--- config.mk ---
export PLATFORM = sky130hd
export DESIGN_NAME = ddrlt_host
export DESIGN_NICKNAME = d
export VERILOG_FILES = /design/src/hw/ddrlt_pkg.sv /design/src/hw/ddrlt_lat_table.sv /design/src/hw/ddrlt_host.sv
export SDC_FILE = /design/constraint.sdc
export NUM_CORES = 1
export LEC_CHECK = 0
export ABC_AREA = 1
export BUFFER_PORTS_ARGS = -buffer_cell sky130_fd_sc_hd__buf_4
export CAP_MARGIN = 20
export CORE_MARGIN = 4
export CORE_UTILIZATION = 40
export CTS_CLUSTER_DIAMETER = 80
export DETAILED_ROUTE_END_ITERATION = 6
export HOLD_SLACK_MARGIN = 0.02
export PLACE_DENSITY_LB_ADDON = 0.12
export SLEW_MARGIN = 25
export SYNTH_ARGS = -nofsm -noshare
export SYNTH_HDL_FRONTEND = slang
export SYNTH_HIERARCHICAL = 1
export SYNTH_SLANG_ARGS = --single-unit
--- constraint.sdc ---
create_clock -name clk_sys_in -period 7.05 [get_ports clk_sys_in]
set_input_delay 0.705 -clock clk_sys_in [delete_from_list [all_inputs] [get_ports clk_sys_in]]
set_output_delay 0.705 -clock clk_sys_in [all_outputs]
set_load 0.05 [all_outputs]
--- src/hw/ddrlt_pkg.sv ---
// Package with constants and types of the DDR read latency host controller.
package ddrlt_pkg;

  // ****************************************************************
  // Command opcodes
  // ****************************************************************
  localparam logic [7:0] OP_FAST_DDR_3B = 8'h0D;
  localparam logic [7:0] OP_FAST_DDR_4B = 8'h0E;
  localparam logic [7:0] OP_DUAL_DDR_3B = 8'hBD;
  localparam logic [7:0] OP_DUAL_DDR_4B = 8'hBE;
  localparam logic [7:0] OP_QUAD_DDR_3B = 8'hED;
  localparam logic [7:0] OP_QUAD_DDR_4B = 8'hEE;

  // ****************************************************************
  // Latency codes, frequency limits and table values
  // ****************************************************************
  localparam logic [1:0] LC_00 = 2'h0;
  localparam logic [1:0] LC_01 = 2'h1;
  localparam logic [1:0] LC_10 = 2'h2;
  localparam logic [1:0] LC_11 = 2'h3;
  localparam int LC_HIGH_POS = 7;
  localparam int LC_LOW_POS = 6;
  localparam logic [7:0] FMAX_LC11_MHZ = 8'h32;
  localparam logic [7:0] FMAX_OTHER_MHZ = 8'h42;
  localparam logic [3:0] MODE_FAST = 4'h4;
  localparam logic [3:0] MODE_DUAL = 4'h2;
  localparam logic [3:0] MODE_QUAD = 4'h1;
  localparam logic [3:0] LAT_FAST_11 = 4'h1;
  localparam logic [3:0] LAT_DUAL_11 = 4'h2;
  localparam logic [3:0] LAT_QUAD_11 = 4'h3;
  localparam logic [3:0] LAT_FAST_00 = 4'h2;
  localparam logic [3:0] LAT_DUAL_00 = 4'h4;
  localparam logic [3:0] LAT_QUAD_00 = 4'h6;
  localparam logic [3:0] LAT_FAST_01 = 4'h4;
  localparam logic [3:0] LAT_DUAL_01 = 4'h5;
  localparam logic [3:0] LAT_QUAD_01 = 4'h7;
  localparam logic [3:0] LAT_FAST_10 = 4'h5;
  localparam logic [3:0] LAT_DUAL_10 = 4'h6;
  localparam logic [3:0] LAT_QUAD_10 = 4'h8;

  // ****************************************************************
  // Identification map walking
  // ****************************************************************
  localparam logic [7:0] PAD_PARAM_ID = 8'hF0;
  localparam logic [7:0] PAD_PARAM_LEN = 8'h0F;
  localparam logic [7:0] PAD_FILL = 8'hFF;

  // ****************************************************************
  // Serial clock divider and reset values
  // ****************************************************************
  localparam int SCK_HALF_CYCLES = 2;
  localparam logic [7:0] SCK_MHZ = 8'h0A;
  localparam logic [7:0] MODE_BITS_RST = 8'hA5;

  typedef enum logic [1:0] {
    DDRLT_FAST = 2'h0,
    DDRLT_DUAL = 2'h1,
    DDRLT_QUAD = 2'h2
  } ddrlt_kind_t;

  typedef enum logic [7:0] {
    ST_IDLE = 8'h01,
    ST_CMD = 8'h02,
    ST_ADDR = 8'h04,
    ST_MODE = 8'h08,
    ST_LAT = 8'h10,
    ST_DATA = 8'h20,
    ST_DONE = 8'h40,
    ST_ERR = 8'h80
  } ddrlt_state_t;

endpackage

--- src/hw/ddrlt_lat_table.sv ---
// Lookup of mode and latency cycle counts for the DDR read commands.
`timescale 1ns/1ps
module ddrlt_lat_table (
  // Selection
  input wire logic [1:0] latency_code_in,
  input wire logic [1:0] kind_in,
  input wire logic [7:0] sck_mhz_in,
  // Result
  output logic [3:0] mode_cycles_out,
  output logic [3:0] lat_cycles_out,
  output logic supported_out
);

  always_comb begin
    mode_cycles_out = ddrlt_pkg::MODE_FAST;
    lat_cycles_out = ddrlt_pkg::LAT_FAST_00;
    supported_out = 1'b1;
    case (kind_in)
      ddrlt_pkg::DDRLT_DUAL: mode_cycles_out = ddrlt_pkg::MODE_DUAL;
      ddrlt_pkg::DDRLT_QUAD: mode_cycles_out = ddrlt_pkg::MODE_QUAD;
      default: mode_cycles_out = ddrlt_pkg::MODE_FAST;
    endcase
    case (latency_code_in)
      ddrlt_pkg::LC_11: begin
        supported_out = (sck_mhz_in <= ddrlt_pkg::FMAX_LC11_MHZ);
        case (kind_in)
          ddrlt_pkg::DDRLT_DUAL: lat_cycles_out = ddrlt_pkg::LAT_DUAL_11;
          ddrlt_pkg::DDRLT_QUAD: lat_cycles_out = ddrlt_pkg::LAT_QUAD_11;
          default: lat_cycles_out = ddrlt_pkg::LAT_FAST_11;
        endcase
      end
      ddrlt_pkg::LC_00: begin
        supported_out = (sck_mhz_in <= ddrlt_pkg::FMAX_OTHER_MHZ);
        case (kind_in)
          ddrlt_pkg::DDRLT_DUAL: lat_cycles_out = ddrlt_pkg::LAT_DUAL_00;
          ddrlt_pkg::DDRLT_QUAD: lat_cycles_out = ddrlt_pkg::LAT_QUAD_00;
          default: lat_cycles_out = ddrlt_pkg::LAT_FAST_00;
        endcase
      end
      ddrlt_pkg::LC_01: begin
        supported_out = (sck_mhz_in <= ddrlt_pkg::FMAX_OTHER_MHZ);
        case (kind_in)
          ddrlt_pkg::DDRLT_DUAL: lat_cycles_out = ddrlt_pkg::LAT_DUAL_01;
          ddrlt_pkg::DDRLT_QUAD: lat_cycles_out = ddrlt_pkg::LAT_QUAD_01;
          default: lat_cycles_out = ddrlt_pkg::LAT_FAST_01;
        endcase
      end
      default: begin
        supported_out = (sck_mhz_in <= ddrlt_pkg::FMAX_OTHER_MHZ);
        case (kind_in)
          ddrlt_pkg::DDRLT_DUAL: lat_cycles_out = ddrlt_pkg::LAT_DUAL_10;
          ddrlt_pkg::DDRLT_QUAD: lat_cycles_out = ddrlt_pkg::LAT_QUAD_10;
          default: lat_cycles_out = ddrlt_pkg::LAT_FAST_10;
        endcase
      end
    endcase
  end

endmodule // ddrlt_lat_table

--- src/hw/ddrlt_host.sv ---
// Host controller issuing DDR reads and walking the identification map.
// Functional notes
// - Code 11b, <=50MHz: fast four mode, one latency
// - Code 11b: dual 2/2, quad 1/3 cycles
// - Code 00b, <=66MHz: fast four mode, two latency
// - Code 00b: dual 2/4, quad 1/6 cycles
// - Code 01b, <=66MHz: fast four mode, four latency
// - Code 01b: dual 2/5, quad 1/7 cycles
// - Code 10b, <=66MHz: fast four mode, five latency
// - Code 10b: dual 2/6, quad 1/8 cycles
// - Next parameter at length location plus length plus one
// - Padding may repeat; reader skips every one
`timescale 1ns/1ps
module ddrlt_host (
  // Clock and reset
  input wire logic clk_sys_in,
  input wire logic sys_rst_in,
  // Read request
  input wire logic req_valid_in,
  output logic req_ready_out,
  input wire logic [1:0] req_kind_in,
  input wire logic req_addr4_in,
  input wire logic [31:0] req_addr_in,
  input wire logic [7:0] req_len_in,
  input wire logic [7:0] config_reg_in,
  // Map walk: current parameter header seen by the caller
  input wire logic [7:0] map_id_in,
  input wire logic [7:0] map_len_in,
  input wire logic [15:0] map_len_loc_in,
  output logic [15:0] map_next_loc_out,
  output logic map_is_pad_out,
  // Read data
  output logic [7:0] rd_data_out,
  output logic rd_valid_out,
  output logic done_out,
  output logic err_out,
  // Serial pins
  output logic sck_out,
  output logic cs_n_out,
  input wire logic [3:0] io_in,
  output logic [3:0] io_out,
  output logic [3:0] io_oe_out
);

  // ****************************************************************
  // State
  // ****************************************************************
  typedef struct packed {
    ddrlt_pkg::ddrlt_state_t st;
    logic [1:0] div;
    logic sck;
    logic [1:0] kind;
    logic addr4;
    logic [7:0] cmd;
    logic [31:0] addr;
    logic [5:0] bits;
    logic [3:0] cnt;
    logic [3:0] mode;
    logic [3:0] lat;
    logic [7:0] len;
    logic [7:0] sh;
    logic [3:0] io;
    logic [3:0] oe;
    logic [7:0] data;
    logic dv;
    logic done;
    logic err;
    logic [3:0] sync1;
    logic [3:0] sync2;
  } ddrlt_host_t;

  ddrlt_host_t r;
  ddrlt_host_t next_r;
  logic [3:0] tbl_mode;
  logic [3:0] tbl_lat;
  logic tbl_ok;
  logic [1:0] lc;

  assign lc = {config_reg_in[ddrlt_pkg::LC_HIGH_POS],
               config_reg_in[ddrlt_pkg::LC_LOW_POS]};

  ddrlt_lat_table u_table (
    .latency_code_in(lc),
    .kind_in(req_kind_in),
    .sck_mhz_in(ddrlt_pkg::SCK_MHZ),
    .mode_cycles_out(tbl_mode),
    .lat_cycles_out(tbl_lat),
    .supported_out(tbl_ok)
  );

  // ****************************************************************
  // Map walk
  // ****************************************************************
  // The next header is always found by the length byte, so every padding
  // parameter is skipped whatever its length.
  assign map_next_loc_out = map_len_loc_in + {8'h00, map_len_in} + 16'h0001;
  assign map_is_pad_out = (map_id_in == ddrlt_pkg::PAD_PARAM_ID);

  assign req_ready_out = (r.st == ddrlt_pkg::ST_IDLE);

  // ****************************************************************
  // Sequencer
  // ****************************************************************
  always_comb begin
    logic rise;
    logic edge_any;
    logic [3:0] lanes;
    logic [7:0] op;
    rise = 1'b0;
    op = 8'h00;
    edge_any = 1'b0;
    lanes = 4'h1;
    next_r = r;
    next_r.dv = 1'b0;
    next_r.done = 1'b0;
    next_r.sync1 = io_in;
    next_r.sync2 = r.sync1;
    case (r.kind)
      ddrlt_pkg::DDRLT_DUAL: lanes = 4'h2;
      ddrlt_pkg::DDRLT_QUAD: lanes = 4'h4;
      default: lanes = 4'h1;
    endcase
    if (r.st != ddrlt_pkg::ST_IDLE && r.st != ddrlt_pkg::ST_DONE && r.st != ddrlt_pkg::ST_ERR) begin
      if (r.div == 2'(ddrlt_pkg::SCK_HALF_CYCLES - 1)) begin
        next_r.div = 2'h0;
        edge_any = 1'b1;
        rise = ~r.sck;
        next_r.sck = ~r.sck;
      end else begin
        next_r.div = r.div + 2'h1;
      end
    end
    case (r.st)
      ddrlt_pkg::ST_IDLE: begin
        next_r.sck = 1'b0;
        next_r.div = 2'h0;
        next_r.oe = 4'h0;
        if (req_valid_in) begin
          next_r.kind = req_kind_in;
          next_r.addr4 = req_addr4_in;
          next_r.addr = req_addr_in;
          next_r.len = req_len_in;
          next_r.mode = tbl_mode;
          next_r.lat = tbl_lat;
          case (req_kind_in)
            ddrlt_pkg::DDRLT_DUAL: op = req_addr4_in ? ddrlt_pkg::OP_DUAL_DDR_4B
                                                     : ddrlt_pkg::OP_DUAL_DDR_3B;
            ddrlt_pkg::DDRLT_QUAD: op = req_addr4_in ? ddrlt_pkg::OP_QUAD_DDR_4B
                                                     : ddrlt_pkg::OP_QUAD_DDR_3B;
            default: op = req_addr4_in ? ddrlt_pkg::OP_FAST_DDR_4B
                                       : ddrlt_pkg::OP_FAST_DDR_3B;
          endcase
          // The first command bit is set up before the first rising edge.
          next_r.io = {3'h0, op[7]};
          next_r.cmd = {op[6:0], 1'b0};
          next_r.err = 1'b0;
          next_r.st = tbl_ok ? ddrlt_pkg::ST_CMD : ddrlt_pkg::ST_ERR;
          next_r.bits = 6'd7;
          next_r.oe = tbl_ok ? 4'h1 : 4'h0;
        end
      end
      ddrlt_pkg::ST_CMD: begin
        // Command goes out one bit per falling edge on the single lane.
        if (edge_any && !rise && r.bits != 6'd0) begin
          next_r.io = {3'h0, r.cmd[7]};
          next_r.cmd = {r.cmd[6:0], 1'b0};
          next_r.bits = r.bits - 6'd1;
        end else if (edge_any && rise && r.bits == 6'd0) begin
          // Last bit has been taken; address starts on the next falling edge.
          next_r.st = ddrlt_pkg::ST_ADDR;
          next_r.bits = r.addr4 ? 6'd32 : 6'd24;
          if (!r.addr4) next_r.addr = {r.addr[23:0], 8'h00};
        end
      end
      ddrlt_pkg::ST_ADDR: begin
        // Address moves on both edges, lanes bits at a time.
        if (edge_any) begin
          next_r.oe = (lanes == 4'h4) ? 4'hF : (lanes == 4'h2) ? 4'h3 : 4'h1;
          if (lanes == 4'h4) begin
            next_r.io = r.addr[31:28];
            next_r.addr = {r.addr[27:0], 4'h0};
          end else if (lanes == 4'h2) begin
            next_r.io = {2'h0, r.addr[31:30]};
            next_r.addr = {r.addr[29:0], 2'h0};
          end else begin
            next_r.io = {3'h0, r.addr[31]};
            next_r.addr = {r.addr[30:0], 1'b0};
          end
          next_r.bits = r.bits - 6'(lanes);
          if (r.bits == 6'(lanes)) begin
            next_r.st = ddrlt_pkg::ST_MODE;
            next_r.cnt = 4'h0;
          end
        end
      end
      ddrlt_pkg::ST_MODE: begin
        // Each mode value stands one full serial clock before release.
        if (edge_any && !rise) begin
          if (r.cnt == r.mode) begin
            next_r.st = ddrlt_pkg::ST_LAT;
            next_r.cnt = 4'h0;
            next_r.oe = 4'h0;
          end else begin
            next_r.io = ddrlt_pkg::MODE_BITS_RST[3:0];
            next_r.cnt = r.cnt + 4'h1;
          end
        end
      end
      ddrlt_pkg::ST_LAT: begin
        next_r.oe = 4'h0;
        if (edge_any && !rise) begin
          next_r.cnt = r.cnt + 4'h1;
          if (r.cnt + 4'h1 == r.lat) begin
            next_r.st = ddrlt_pkg::ST_DATA;
            next_r.bits = 6'd8;
          end
        end
      end
      ddrlt_pkg::ST_DATA: begin
        // Data is taken on both serial clock edges only after latency ends.
        if (edge_any) begin
          if (lanes == 4'h4) next_r.sh = {r.sh[3:0], r.sync2};
          else if (lanes == 4'h2) next_r.sh = {r.sh[5:0], r.sync2[1:0]};
          else next_r.sh = {r.sh[6:0], r.sync2[1]};
          next_r.bits = r.bits - 6'(lanes);
          if (r.bits == 6'(lanes)) begin
            next_r.data = next_r.sh;
            next_r.dv = 1'b1;
            next_r.bits = 6'd8;
            next_r.len = r.len - 8'h01;
            if (r.len == 8'h01) next_r.st = ddrlt_pkg::ST_DONE;
          end
        end
      end
      ddrlt_pkg::ST_DONE: begin
        next_r.sck = 1'b0;
        next_r.done = 1'b1;
        next_r.st = ddrlt_pkg::ST_IDLE;
      end
      ddrlt_pkg::ST_ERR: begin
        next_r.err = 1'b1;
        next_r.done = 1'b1;
        next_r.st = ddrlt_pkg::ST_IDLE;
      end
      default: next_r.st = ddrlt_pkg::ST_IDLE;
    endcase
  end

  always_ff @(posedge clk_sys_in or posedge sys_rst_in) begin
    if (sys_rst_in) begin
      r <= '0;
      r.st <= ddrlt_pkg::ST_IDLE;
    end else begin
      r <= next_r;
    end
  end

  assign rd_data_out = r.data;
  assign rd_valid_out = r.dv;
  assign done_out = r.done;
  assign err_out = r.err;
  assign sck_out = r.sck;
  assign cs_n_out = (r.st == ddrlt_pkg::ST_IDLE) || (r.st == ddrlt_pkg::ST_DONE)
                    || (r.st == ddrlt_pkg::ST_ERR);
  assign io_out = r.io;
  assign io_oe_out = r.oe;

endmodule // ddrlt_host

==> results of run 1 <==
-- power by group through the flow --
stage / combinational [mW] / sequential (mW) / clock [mW]
after global routing: 1.73 / 0.983 / 0.548
after detailed placement: 1.53 / 0.970 / 0
after global placement: 1.51 / 0.967 / 0
final: 1.52 / 0.960 / 0.508
after CTS: 1.53 / 0.959 / 0.524
after floorplan: 1.18 / 0.962 / 0
-- flip-flops by register name, summed over array words and instances (netlist names) --
name	cells
done_out	1
err_out	1
io_oe_out	3
io_out	4
next_r	4
r	89
rd_data_out	8
rd_valid_out	1
sck_out	1
-- critical path: cells and delay by family, from the launching register on --
kind | cells | cell delay (ns)
AO/OA/AOI/OAI | 3 | 0.78
adder cells (fa/ha/maj) | 2 | 0.52
buffers and inverters | 4 | 1.07
flip-flops | 1 | 0.40
AND/OR/NAND/NOR | 3 | 0.42
-- cell usage after synthesis, types with 4 or more instances --
cell	count	area, µm²
sky130_fd_sc_hd__dfrtp_1	111	2780
sky130_fd_sc_hd__inv_1	132	495
sky130_fd_sc_hd__nor2_2	12	75.1
sky130_fd_sc_hd__clkbuf_1	24	90.1
sky130_fd_sc_hd__xnor2_1	7	61.3
sky130_fd_sc_hd__buf_4	21	158
sky130_fd_sc_hd__buf_2	8	40.0
sky130_fd_sc_hd__nand2_2	5	31.3
sky130_fd_sc_hd__o211ai_1	14	105
sky130_fd_sc_hd__ha_1	22	275
sky130_fd_sc_hd__nor2_1	62	233
sky130_fd_sc_hd__nand3_1	44	220
sky130_fd_sc_hd__nor3_1	4	20.0
sky130_fd_sc_hd__a21oi_1	18	90.1
sky130_fd_sc_hd__o21ai_0	140	701
sky130_fd_sc_hd__nand4_1	18	113
sky130_fd_sc_hd__o221ai_1	4	35.0
sky130_fd_sc_hd__xor2_1	19	166
sky130_fd_sc_hd__o21ai_1	38	190
sky130_fd_sc_hd__nand2_1	281	1050
sky130_fd_sc_hd__nor2_4	8	90.1
sky130_fd_sc_hd__o22ai_1	24	150
-- logic make-up (layout without fill, tap and decap cells) --
logic type	after synthesis	after routing	share of synthesized area [%]
xor gates and xnor gates	26	26	3.03
AOI/OAI and AO/OA	249	249	18.3
and+or+nand+nor	447	447	26.1
adders and majority gates	24	24	4.20
buffers and inverters	189	275	10.8
other	3	12	0.150
DFF	112	112	37.4
-- per-stage QoR --
stage	total power, mW	hold WS (ns)	instances	cell area [µm²]
2_1_floorplan	2.14	0.331	1059	7540
3_3_place_gp	2.48	0.331	1358	8460
3_5_place_dp	2.50	0.335	1358	8460
4_1_cts	3.02	0.353	1374	8750
5_1_grt	3.27	0.361	1374	8750
6_report	2.99	0.352	1374	8750
-- worst max-delay path by stage --
stage	startpoint	endpoint	slack, ns	depth (start not counted)
after floorplan	sys_rst_in	done_out	3.39	1
after global placement	r[103]	r[42]	3.65	12
after detailed placement	r[103]	r[42]	3.65	12
after CTS	r[103]	r[42]	3.63	12
after global routing	r[103]	r[40]	3.27	13
final	r[103]	r[42]	3.67	12
-- final cells by class --
cell class              count  area share (%)
repair buffers            125            10.7
clock inverters             6           0.558
flip-flops and latches    112            32.1
clock buffers              10            2.73
multi-input cells         758            44.9
inverters                 134            5.78
well taps                 229            3.28
-- per-layer routing --
layer  up-vias  wire, µm  track usage [%]
li1       3575         -                -
met2       136      8670             28.5
met4         0       263             4.47
met5         -         0                0
met3        15       770             3.37
met1      3134      9050             24.7
==> qor.log, run 1 <==
[placement] RePlAce Congestion 0.839
[placement] detailed-placement wirelength estimate 13,900 µm
[critical_path] cell type with the highest occurrence count on the critical path sky130_fd_sc_hd__inv_1
[min_path] Hold Path Cell Cnt 0
[drt] antenna violation net count after detailed routing 0
[floorplan] placeable core region 0.0182 mm²
[min_path] classification of the worst-slack hold path reg -> reg
[yosys] mean post-synth cell area 7.15 µm²
[finish] commonest cells after routing, fill and taps aside sky130_fd_sc_hd__nand2_1 (280), sky130_fd_sc_hd__o21ai_0 (140), sky130_fd_sc_hd__inv_1 (131)
[sta] Worst Setup Slack, final 3.67 ns
[pwr] switching share of power 47.2%
[finish] commonest non-fill, non-tap cell in the layout sky130_fd_sc_hd__nand2_1
[drt] length of the first detailed-routing pass in iterations 4
[clock_network] number of clock buffers inserted by TritonCTS 9
[sta] RSZ-0062 raised after global routing false
[yosys] count of flip-flops with a built-in enable after synthesis 0
[critical_path] crit start category flip-flop
[drt] Total Wirelength 18,800 µm
[clock_network] Clock Latency Late Sink 0.36 ns
[critical_path] worst-path cell chain inv_1, ha_2, buf_4, inv_1, ha_1, nand2_1, nor2_1, nand3_1, inv_1, o21ai_1, a211oi_4, o21ai_0
[min_path] worst hold endpoint r[1]
[drt] total vias in the final route 6,860
[clock_network] Clock transition at path regs 0.08 ns
[pwr] maximum vdd drop 0.207 mV
[floorplan] number of rows created at floorplan 49
[critical_path] endpoint of the lowest-slack register-to-register path r[42]
[clock_network] number of H-tree levels 3
[pwr] Logic pwr share 50.9%
[finish] growth of design area from synthesis to finish 16.6%
[clock_network] post-cts resize count 0
[pwr] internal power summed over all cells 1.58 mW
[grt] first-pass GRT wire length 31,400 µm
[min_path] hold path start next_r[1]
[drt] detail-routed via count per cell 4.99
[critical_path] startpoint of the worst register-to-register path r[103]
[yosys] top_reg_cell synth sky130_fd_sc_hd__dfrtp_1
[yosys] count of warnings emitted by yosys 6
[sta] fin. max-slew vios 0
[sta] slew at the pin with the worst max-slew slack 0.986 ns
[clock_network] # Post-CTS Setup Buffers 0
[grt] number of antenna violations at the first check in global routing 0
[finish] layout net count 1,254
[critical_path] worst reg2reg path depth 12
[critical_path] CP Capture Type flip-flop
[sta] Achievable Freq 295 MHz
[yosys] netlist area before placement 0.00750 mm²
[critical_path] Crit Path Category reg -> reg
[floorplan] Initial Utilization 41.2%
[pwr] cell leakage power 4.48 nW
[sta] Final Hold Viols 0
[yosys] synthesized flop and latch total 112
[sta] worst slew slack as a fraction of its limit 34.1%
[finish] multi-input logic area 0.00393 mm²
[grt] Overflow after GRT 0
[finish] Post-Route Utilization 48.0%
[yosys] count of cell types in the netlist 44
[status] status complete, no violations
[yosys] sequential fraction of the synthesis area 37.4%
[grt] number of global-route vias before repair 6,378
[floorplan] Die W 145 µm
[sta] final setup skew 0.0137 ns
[pwr] areal power density over the cells 342 mW/mm²
[finish] fill cell instance count of the final layout 1,896
[yosys] instance count of the mapped netlist 1,050
[drt] Routed WL per cell 13.6 µm
[critical_path] maximum single-stage delay on the critical path 0.50 ns
[critical_path] Reg2Reg Setup Slack 3.67 ns
[drt] number of remaining DRC errors 0
[placement] setup slack after placement 3.65 ns
[yosys] asr flop ratio synth 100%
[sta] total of endpoints with negative setup slack in the final report 0
[pwr] share of power burned in the clock network 17.0%
[clock_network] CTS sink cnt 112
[critical_path] largest driver fanout on the critical path 72
[sta] Sum Neg Setup Slack 0 ns
[clock_network] root cell of the clock tree sky130_fd_sc_hd__clkbuf_16
[sta] post-layout min period 3.38 ns
[run] maxcap violations 0
[finish] sequential standard cell area 0.00280 mm²
[finish] Antenna Cells 0
[finish] share of layout cells above drive strength 1 16.0%
[sta] Final period util 48.0%
[clock_network] number of hold-repair buffers added at the cts stage 0
[floorplan] I/O pins 129
[clock_network] TritonCTS clock tree built
[placement] Port-buffer cells 122
[critical_path] CP arrival 3.60 ns
[floorplan] Die ar. 0.0210 mm²
[pwr] switching power 1.41 mW
[grt] maximum number of pins on one net before global-route repair 73
[drt] starting DRC count in detailed routing 382
[floorplan] Die Y 145 µm
[critical_path] Max stage delay cell, worst path sky130_fd_sc_hd__a211oi_4
[critical_path] critical path data required time 7.26 ns
[grt] Overall Global Routing Usage 17.7%
[pwr] part of the power in registers 32.1%
[clock_network] Max Root-Sink Buffers 2
(Power assumes the default switching activity.)
==> run 2, diff against run 1 <==
==> constraint.sdc (replaced) <==
create_clock -name clk_sys_in -period 3.2 [get_ports clk_sys_in]
set_input_delay 0.32 -clock clk_sys_in [delete_from_list [all_inputs] [get_ports clk_sys_in]]
set_output_delay 0.32 -clock clk_sys_in [all_outputs]
set_load 0.05 [all_outputs]
==> qor.log, run 2 (same netlist as run 1, synthesis figures left out) <==
[critical_path] Crit Path Category reg -> reg [unchanged]
[sta] slew at the pin with the worst max-slew slack 0.866 ns [was 0.986 ns]
[pwr] switching power 3.10 mW [was 1.41 mW]
[sta] post-layout min period 2.70 ns [was 3.38 ns]
[drt] starting DRC count in detailed routing 353 [was 382]
[clock_network] Clock transition at path regs 0.08 ns [about the same]
[finish] layout net count 1,262 [was 1,254]
[drt] Routed WL per cell 13.7 µm [was 13.6 µm]
[clock_network] TritonCTS clock tree built [unchanged]
[grt] number of global-route vias before repair 6,466 [was 6,378]
[finish] growth of design area from synthesis to finish 17.5% [was 16.6%]
[drt] number of remaining DRC errors 0 [unchanged]
[run] maxcap violations 0 [unchanged]
[pwr] switching share of power 47.1% [was 47.2%]
[finish] commonest cells after routing, fill and taps aside sky130_fd_sc_hd__nand2_1 (281), sky130_fd_sc_hd__o21ai_0 (140), sky130_fd_sc_hd__inv_1 (131), sky130_fd_sc_hd__buf_4 (131), sky130_fd_sc_hd__dfrtp_1 (111) [was sky130_fd_sc_hd__nand2_1 (280), sky130_fd_sc_hd__o21ai_0 (140), sky130_fd_sc_hd__inv_1 (131)]
[min_path] hold path start io_in[3] [was next_r[1]]
[clock_network] post-cts resize count 0 [unchanged]
[pwr] Logic pwr share 51.8% [was 50.9%]
[placement] setup slack after placement 0.510 ns [was 3.65 ns]
[drt] Total Wirelength 18,900 µm [was 18,800 µm]
[floorplan] placeable core region 0.0182 mm² [unchanged]
[floorplan] Initial Utilization 41.2% [unchanged]
[sta] RSZ-0062 raised after global routing false [unchanged]
[clock_network] number of hold-repair buffers added at the cts stage 0 [unchanged]
[sta] Achievable Freq 370 MHz [was 295 MHz]
[min_path] classification of the worst-slack hold path in -> reg [was reg -> reg]
[critical_path] CP Capture Type flip-flop [unchanged]
[critical_path] crit start category flip-flop [unchanged]
[sta] fin. max-slew vios 0 [unchanged]
[finish] Antenna Cells 0 [unchanged]
[pwr] maximum vdd drop 0.490 mV [was 0.207 mV]
[finish] share of layout cells above drive strength 1 16.4% [was 16.0%]
[finish] Biggest register r [unchanged]
[sta] Sum Neg Setup Slack 0 ns [unchanged]
[grt] Overflow after GRT 0 [unchanged]
[critical_path] CP arrival 2.92 ns [was 3.60 ns]
[sta] Final Hold Viols 0 [unchanged]
[grt] first-pass GRT wire length 32,000 µm [was 31,400 µm]
[pwr] cell leakage power 4.51 nW [was 4.48 nW]
[grt] Overall Global Routing Usage 17.9% [was 17.7%]
[clock_network] Clock Latency Late Sink 0.36 ns [about the same]
[finish] fill cell instance count of the final layout 1,887 [was 1,896]
[critical_path] largest driver fanout on the critical path 16 [was 72]
[clock_network] root cell of the clock tree sky130_fd_sc_hd__clkbuf_16 [unchanged]
[finish] Largest register FFs 89 [unchanged]
[finish] sequential standard cell area 0.00280 mm² [unchanged]
[grt] maximum number of pins on one net before global-route repair 72 [was 73]
[pwr] part of the power in registers 32.0% [was 32.1%]
[clock_network] CTS sink cnt 112 [unchanged]
[placement] detailed-placement wirelength estimate 14,100 µm [was 13,900 µm]
[critical_path] worst reg2reg path depth 11 [was 12]
[drt] total vias in the final route 6,860 [unchanged]
[placement] RePlAce Congestion 0.839 [about the same]
[finish] multi-input logic area 0.00392 mm² [was 0.00393 mm²]
[critical_path] critical path data required time 3.42 ns [was 7.26 ns]
[floorplan] Die Y 145 µm [unchanged]
[grt] number of antenna violations at the first check in global routing 0 [unchanged]
[critical_path] crit path from r[103] [unchanged]
[drt] detail-routed via count per cell 4.97 [was 4.99]
[placement] Port-buffer cells 122 [unchanged]
[critical_path] startpoint of the worst register-to-register path r[103] [unchanged]
[floorplan] number of rows created at floorplan 49 [unchanged]
[sta] Final period util 84.4% [was 48.0%]
[floorplan] Die W 145 µm [unchanged]
[clock_network] # Post-CTS Setup Buffers 0 [unchanged]
[status] status complete, no violations [unchanged]
[finish] commonest non-fill, non-tap cell in the layout sky130_fd_sc_hd__nand2_1 [unchanged]
[clock_network] number of clock buffers inserted by TritonCTS 9 [unchanged]
[sta] final setup skew 0.00961 ns [was 0.0137 ns]
[drt] length of the first detailed-routing pass in iterations 7 [was 4]
[clock_network] number of H-tree levels 3 [unchanged]
[floorplan] I/O pins 129 [unchanged]
[pwr] internal power summed over all cells 3.49 mW [was 1.58 mW]
[clock_network] Max Root-Sink Buffers 2 [unchanged]
[min_path] Hold Path Cell Cnt 1 [was 0]
[sta] total of endpoints with negative setup slack in the final report 0 [unchanged]
[pwr] areal power density over the cells 748 mW/mm² [was 342 mW/mm²]
[sta] worst slew slack as a fraction of its limit 42.2% [was 34.1%]
[pwr] share of power burned in the clock network 16.2% [was 17.0%]
[floorplan] Die ar. 0.0210 mm² [unchanged]
[sta] Worst Setup Slack, final 0.500 ns [was 3.67 ns]
[drt] antenna violation net count after detailed routing 0 [unchanged]
==> run 2: worst paths after layout <==
path / slack (ns) / endpoint
worst min-delay path: 0.06 / next_r[3]
min in group asynchronous: 0.13 / r[47]
worst min register to register: 0.35 / r[1]
worst max register to register: 0.50 / r[37]
max in group asynchronous: 2.21 / r[77]
worst max-delay path: 0.50 / r[37]
==> run 2: per-stage QoR <==
step | hold slack (ns) | util, % | cells | cell area [µm²] | total power [mW]
4_1_cts | 0.0499 | 48.4 | 1381 | 8820 | 6.66
3_3_place_gp | 0.332 | 46.9 | 1366 | 8540 | 5.51
3_5_place_dp | 0.335 | 46.9 | 1366 | 8540 | 5.56
5_1_grt | 0.0449 | 48.4 | 1381 | 8820 | 7.24
6_report | 0.0623 | 48.4 | 1381 | 8820 | 6.60
2_1_floorplan | 0.331 | - | 1059 | 7540 | 4.72
==> run 2: metal layers <==
metal	GRT usage (%)	up-vias	wire, µm
met3	3.24	18	823
met4	3.75	0	193
met1	24.8	3095	9010
met2	29.6	150	8830
li1	-	3597	-
met5	0	-	0
==> run 2: layout make-up <==
type,instances,area share [%]
multi-input cells,758,44.5
flip-flops and latches,112,31.8
well taps,229,3.25
clock inverters,6,0.525
repair buffers,133,11.6
inverters,134,5.75
clock buffers,9,2.55
==> run 2: power by group through the flow <==
stage	Combinational, mW	Clock [mW]	Sequential, mW
after floorplan	2.60	0	2.12
after global placement	3.38	0	2.13
after detailed placement	3.43	0	2.14
after CTS	3.44	1.11	2.11
after global routing	3.90	1.16	2.17
final	3.42	1.07	2.11
==> run 2: worst max-delay path, stage by stage (launching register included) <==
cell                       delay [ns]
sky130_fd_sc_hd__dfrtp_1         0.41
sky130_fd_sc_hd__inv_1           0.07
sky130_fd_sc_hd__ha_2            0.16
sky130_fd_sc_hd__inv_1           0.13
sky130_fd_sc_hd__ha_1            0.34
sky130_fd_sc_hd__nand2_1         0.05
sky130_fd_sc_hd__nor2_1          0.10
sky130_fd_sc_hd__nand3_1         0.29
sky130_fd_sc_hd__inv_1           0.22
sky130_fd_sc_hd__o21ai_1         0.12
sky130_fd_sc_hd__a211oi_4        0.50
sky130_fd_sc_hd__o21ai_0         0.15
==> run 3, diff against run 2 <==
--- a/config.mk
+++ b/config.mk
@@ -5,7 +5,7 @@
 export SDC_FILE = /design/constraint.sdc
 export NUM_CORES = 1
 export LEC_CHECK = 0
-export ABC_AREA = 1
+export ABC_AREA = 0
 export BUFFER_PORTS_ARGS = -buffer_cell sky130_fd_sc_hd__buf_4
 export CAP_MARGIN = 20
 export CORE_MARGIN = 4
==> constraint.sdc (replaced) <==
create_clock -name clk_sys_in -period 2.79 [get_ports clk_sys_in]
set_input_delay 0.279 -clock clk_sys_in [delete_from_list [all_inputs] [get_ports clk_sys_in]]
set_output_delay 0.279 -clock clk_sys_in [all_outputs]
set_load 0.05 [all_outputs]
==> qor.log, run 3 <==
[yosys] count of flip-flops with a built-in enable after synthesis 0 [unchanged]
[pwr] part of the power in registers 31.8% [was 32.0%]
[drt] total vias in the final route 6,285 [was 6,860]
[finish] growth of design area from synthesis to finish 21.4% [was 17.5%]
[pwr] Logic pwr share 54.4% [was 51.8%]
[sta] final setup skew 0.0112 ns [was 0.00961 ns]
[clock_network] TritonCTS clock tree built [unchanged]
[floorplan] Die ar. 0.0207 mm² [was 0.0210 mm²]
[finish] Biggest register r [unchanged]
[yosys] instance count of the mapped netlist 841 [was 1,050]
[placement] cell area after placement 0.00854 mm² [about the same]
[yosys] count of warnings emitted by yosys 6 [unchanged]
[finish] Antenna Cells 0 [unchanged]
[placement] RePlAce Congestion 0.836 [was 0.839]
[grt] first-pass GRT wire length 31,000 µm [was 32,000 µm]
[placement] number of cells after detailed placement 1,167 [was 1,366]
[run] maxcap violations 0 [unchanged]
[critical_path] critical path data required time 2.51 ns [was 3.42 ns]
[status] status complete, no violations [unchanged]
[yosys] portion of synthesized cell area occupied by the leading cell type 37.7% [was 37.0%]
[sta] worst slew slack as a fraction of its limit 55.9% [was 42.2%]
[sta] RSZ-0062 raised after global routing false [unchanged]
[finish] layout net count 1,072 [was 1,262]
[clock_network] Clock transition at path regs 0.07 ns [was 0.08 ns]
[grt] number of global-route vias before repair 6,025 [was 6,466]
[grt] Overall Global Routing Usage 18.6% [was 17.9%]
[finish] sequential standard cell area 0.00280 mm² [unchanged]
[yosys] top_reg_cell synth sky130_fd_sc_hd__dfrtp_1 [unchanged]
[floorplan] I/O pins 129 [unchanged]
[pwr] Final Total Pwr 8.78 mW [was 6.60 mW]
[yosys] largest cells by area after synthesis sky130_fd_sc_hd__dfrtp_1 (38%), sky130_fd_sc_hd__nor2_1 (6.2%), sky130_fd_sc_hd__a21oi_1 (6.1%) [was sky130_fd_sc_hd__dfrtp_1 (37%), sky130_fd_sc_hd__nand2_1 (14%), sky130_fd_sc_hd__o21ai_0 (9.3%)]
[clock_network] number of clock buffers inserted by TritonCTS 9 [unchanged]
[placement] setup slack after placement -0.120 ns [was 0.510 ns]
[finish] commonest cells after routing, fill and taps aside sky130_fd_sc_hd__buf_4 (149), sky130_fd_sc_hd__nor2_1 (120), sky130_fd_sc_hd__dfrtp_1 (111) [was sky130_fd_sc_hd__nand2_1 (281), sky130_fd_sc_hd__o21ai_0 (140), sky130_fd_sc_hd__inv_1 (131), sky130_fd_sc_hd__buf_4 (131), sky130_fd_sc_hd__dfrtp_1 (111)]
[finish] cell area after layout 0.00895 mm² [was 0.00882 mm²]
[sta] slew at the pin with the worst max-slew slack 0.662 ns [was 0.866 ns]
[grt] Overflow after GRT 0 [unchanged]
[critical_path] Crit Path Category in -> out [was reg -> reg]
[finish] fill cell instance count of the final layout 1,781 [was 1,887]
[yosys] sequential fraction of the synthesis area 38.1% [was 37.4%]
[floorplan] Die W 144 µm [was 145 µm]
[drt] antenna violation net count after detailed routing 0 [unchanged]
[floorplan] placeable core region 0.0180 mm² [was 0.0182 mm²]
[drt] Routed WL per cell 15.7 µm [was 13.7 µm]
[grt] maximum number of pins on one net before global-route repair 113 [was 72]
[drt] number of remaining DRC errors 0 [unchanged]
[placement] Port-buffer cells 122 [unchanged]
[grt] met2 usage in global routing 29.0% [was 29.6%]
[finish] number of cells in the finished layout apart from fillers 1,191 [was 1,381]
[floorplan] Die Y 144 µm [was 145 µm]
[yosys] dominant cell type by area after synthesis sky130_fd_sc_hd__dfrtp_1 [unchanged]
[critical_path] WP buf/inv 4 [was 3]
[critical_path] Top delay family on crit path compound AO/OA/AOI/OAI gates [unchanged]
[critical_path] maximum single-stage delay on the critical path 0.35 ns [was 0.50 ns]
[grt] M1 GR Usage 26.9% [was 24.8%]
[critical_path] endpoint of the lowest-slack register-to-register path r[112] [was r[37]]
[pwr] internal power summed over all cells 4.75 mW [was 3.49 mW]
[clock_network] CTS sink cnt 112 [unchanged]
[finish] Largest register FFs 89 [unchanged]
[yosys] synthesized flop and latch total 112 [unchanged]
[sta] fin. max-slew vios 0 [unchanged]
[pwr] switching power 4.04 mW [was 3.10 mW]
[grt] met3 capacity usage during global routing 3.16% [was 3.24%]
[critical_path] crit start category input pin [was flip-flop]
[finish] Post-Route Utilization 49.6% [was 48.4%]
[critical_path] startpoint of the worst register-to-register path r[102] [was r[103]]
[pwr] share of power burned in the clock network 13.8% [was 16.2%]
[sta] total of endpoints with negative setup slack in the final report 0 [unchanged]
[sta] Final period util 94.1%
[grt] busiest metal layer after global routing met2 [unchanged]
[clock_network] Max Root-Sink Buffers 2 [unchanged]
[critical_path] Max stage delay cell, worst path sky130_fd_sc_hd__a2111oi_2 [was sky130_fd_sc_hd__a211oi_4]
[sta] post-layout min period 2.62 ns
[critical_path] worst reg2reg path depth 10 [was 11]
[yosys] most repeated cell in the gate-level netlist after synthesis sky130_fd_sc_hd__nor2_1 [was sky130_fd_sc_hd__nand2_1]
[pwr] maximum vdd drop 0.419 mV [was 0.490 mV]
[sta] Final Hold Viols 0 [unchanged]
[floorplan] number of rows created at floorplan 49 [unchanged]
[sta] Achievable Freq 381 MHz
[pwr] switching share of power 46.0% [was 47.1%]
[yosys] cell types with the highest counts after synthesis sky130_fd_sc_hd__nor2_1 (121), sky130_fd_sc_hd__dfrtp_1 (111), sky130_fd_sc_hd__a21oi_1 (90) [was sky130_fd_sc_hd__nand2_1 (281), sky130_fd_sc_hd__o21ai_0 (140), sky130_fd_sc_hd__inv_1 (132)]
[floorplan] Initial Utilization 40.9% [was 41.2%]
[yosys] mean post-synth cell area 8.76 µm² [was 7.15 µm²]
[min_path] classification of the worst-slack hold path in -> async [was in -> reg]
[yosys] count of cell types in the netlist 71 [was 44]
[clock_network] number of H-tree levels 3 [unchanged]
[clock_network] Clock Latency Late Sink 0.36 ns [about the same]
[placement] detailed-placement wirelength estimate 13,500 µm [was 14,100 µm]
[drt] detail-routed via count per cell 5.28 [was 4.97]
[finish] share of layout cells above drive strength 1 23.6% [was 16.4%]
[critical_path] Reg2Reg Setup Slack 0.19 ns [was 0.50 ns]
[yosys] asr flop ratio synth 100% [unchanged]
[finish] commonest non-fill, non-tap cell in the layout sky130_fd_sc_hd__buf_4 [was sky130_fd_sc_hd__nand2_1]
[finish] multi-input logic area 0.00418 mm² [was 0.00392 mm²]
[critical_path] worst-path cell chain buf_4, inv_1, ha_1, inv_1, fa_2, a21o_1, a21oi_2, o21bai_2, a2111oi_2, nor3_2, nand3_1, xnor2_2, buf_6 [was inv_1, ha_2, inv_1, ha_1, nand2_1, nor2_1, nand3_1, inv_1, o21ai_1, a211oi_4, o21ai_0]
[clock_network] root cell of the clock tree sky130_fd_sc_hd__clkbuf_16 [unchanged]
[grt] number of antenna violations at the first check in global routing 0 [unchanged]
[critical_path] cell type with the highest occurrence count on the critical path sky130_fd_sc_hd__inv_1 [unchanged]
[drt] starting DRC count in detailed routing 422 [was 353]
[critical_path] CP Capture Type output port [was flip-flop]
[drt] Total Wirelength 18,700 µm [was 18,900 µm]
[pwr] areal power density over the cells 981 mW/mm² [was 748 mW/mm²]
[critical_path] largest driver fanout on the critical path 4 [was 16]
[critical_path] CP arrival 2.35 ns [was 2.92 ns]
[pwr] cell leakage power 4.18 nW [was 4.51 nW]
[sta] Worst Setup Slack, final 0.165 ns [was 0.500 ns]
[yosys] netlist area before placement 0.00737 mm² [was 0.00750 mm²]
[drt] length of the first detailed-routing pass in iterations 5 [was 7]
==> run 3: cell types whose count changed after synthesis, sizes merged, moves of 10 or more <==
cell    change
inv       -104
mux2i      +40
nand2b     +10
o22ai      -19
nor2       +39
nand2     -205
a21oi      +72
mux2       +16
a221oi     +27
nand3      -27
o21ai     -116
nand4      -16
buf        +10
o211ai     -13
==> run 3: final cells by class <==
| cell class | count | area share (%) |
|---|---|---|
| clock inverters | 5 | 0.392 |
| flip-flops and latches | 112 | 31.3 |
| clock buffers | 10 | 2.56 |
| multi-input cells | 644 | 46.7 |
| repair buffers | 161 | 14.4 |
| inverters | 30 | 1.36 |
| well taps | 229 | 3.20 |
==> run 3: layer usage <==
metal,share of wire (%),wire (µm)
met1,48,8890
met2,46,8630
met3,5.3,990
met4,0.97,181
met5,0,0
==> run 3: through the flow <==
stage | hold WS [ns] | TNS (ns)
after floorplan | 0.310 | 0
after global placement | 0.332 | -0.305
after detailed placement | 0.336 | -0.334
after CTS | 0.130 | 0
after global routing | 0.160 | 0
final | 0.0903 | 0
==> run 3: what timing repair did <==
action                     4_1_cts  5_1_grt
buffers inserted                 0        5
hold buffers                     4        0
hold endpoints to repair         4        0
pin swaps                        0        3
gates resized for setup          7        4
setup endpoints to repair        4       30
==> run 3: worst max-delay path by stage <==
| stage | slack [ns] | depth (start not counted) | end | start |
|---|---|---|---|---|
| after floorplan | 0.01 | 13 | r[109] | r[103] |
| after global placement | -0.10 | 13 | map_next_loc_out[14] | map_len_in[0] |
| after detailed placement | -0.12 | 13 | map_next_loc_out[12] | map_len_in[0] |
| after CTS | 0.02 | 13 | map_next_loc_out[12] | map_len_in[0] |
| after global routing | 0.02 | 13 | map_next_loc_out[14] | map_len_in[0] |
| final | 0.17 | 13 | map_next_loc_out[12] | map_len_in[0] |
==> run 3: power groups by stage <==
stage / Clock, mW / Combinational [mW] / Sequential [mW]
after global placement: 0 / 4.52 / 2.81
after floorplan: 0 / 3.67 / 2.61
final: 1.21 / 4.78 / 2.79
after detailed placement: 0 / 4.57 / 2.80
after global routing: 1.32 / 5.37 / 2.87
after CTS: 1.26 / 4.59 / 2.78
==> run 3: cell families after synthesis <==
kind of cell	count (synthesis)	share of synthesized area (%)
AO/OA/AOI/OAI	230	19.9
adder cells (fa/ha/maj)	24	4.28
flip-flops	112	38.1
other	3	0.153
multiplexers	56	7.88
XOR/XNOR	32	3.99
AND/OR/NAND/NOR	289	19.1
buffers and inverters	95	6.69
==> run 3: tightest hold or removal path: stages <==
cell and delay, ns:
sky130_fd_sc_hd__buf_4 0.12, sky130_fd_sc_hd__clkinvlp_4 0.07, sky130_fd_sc_hd__buf_12 0.46
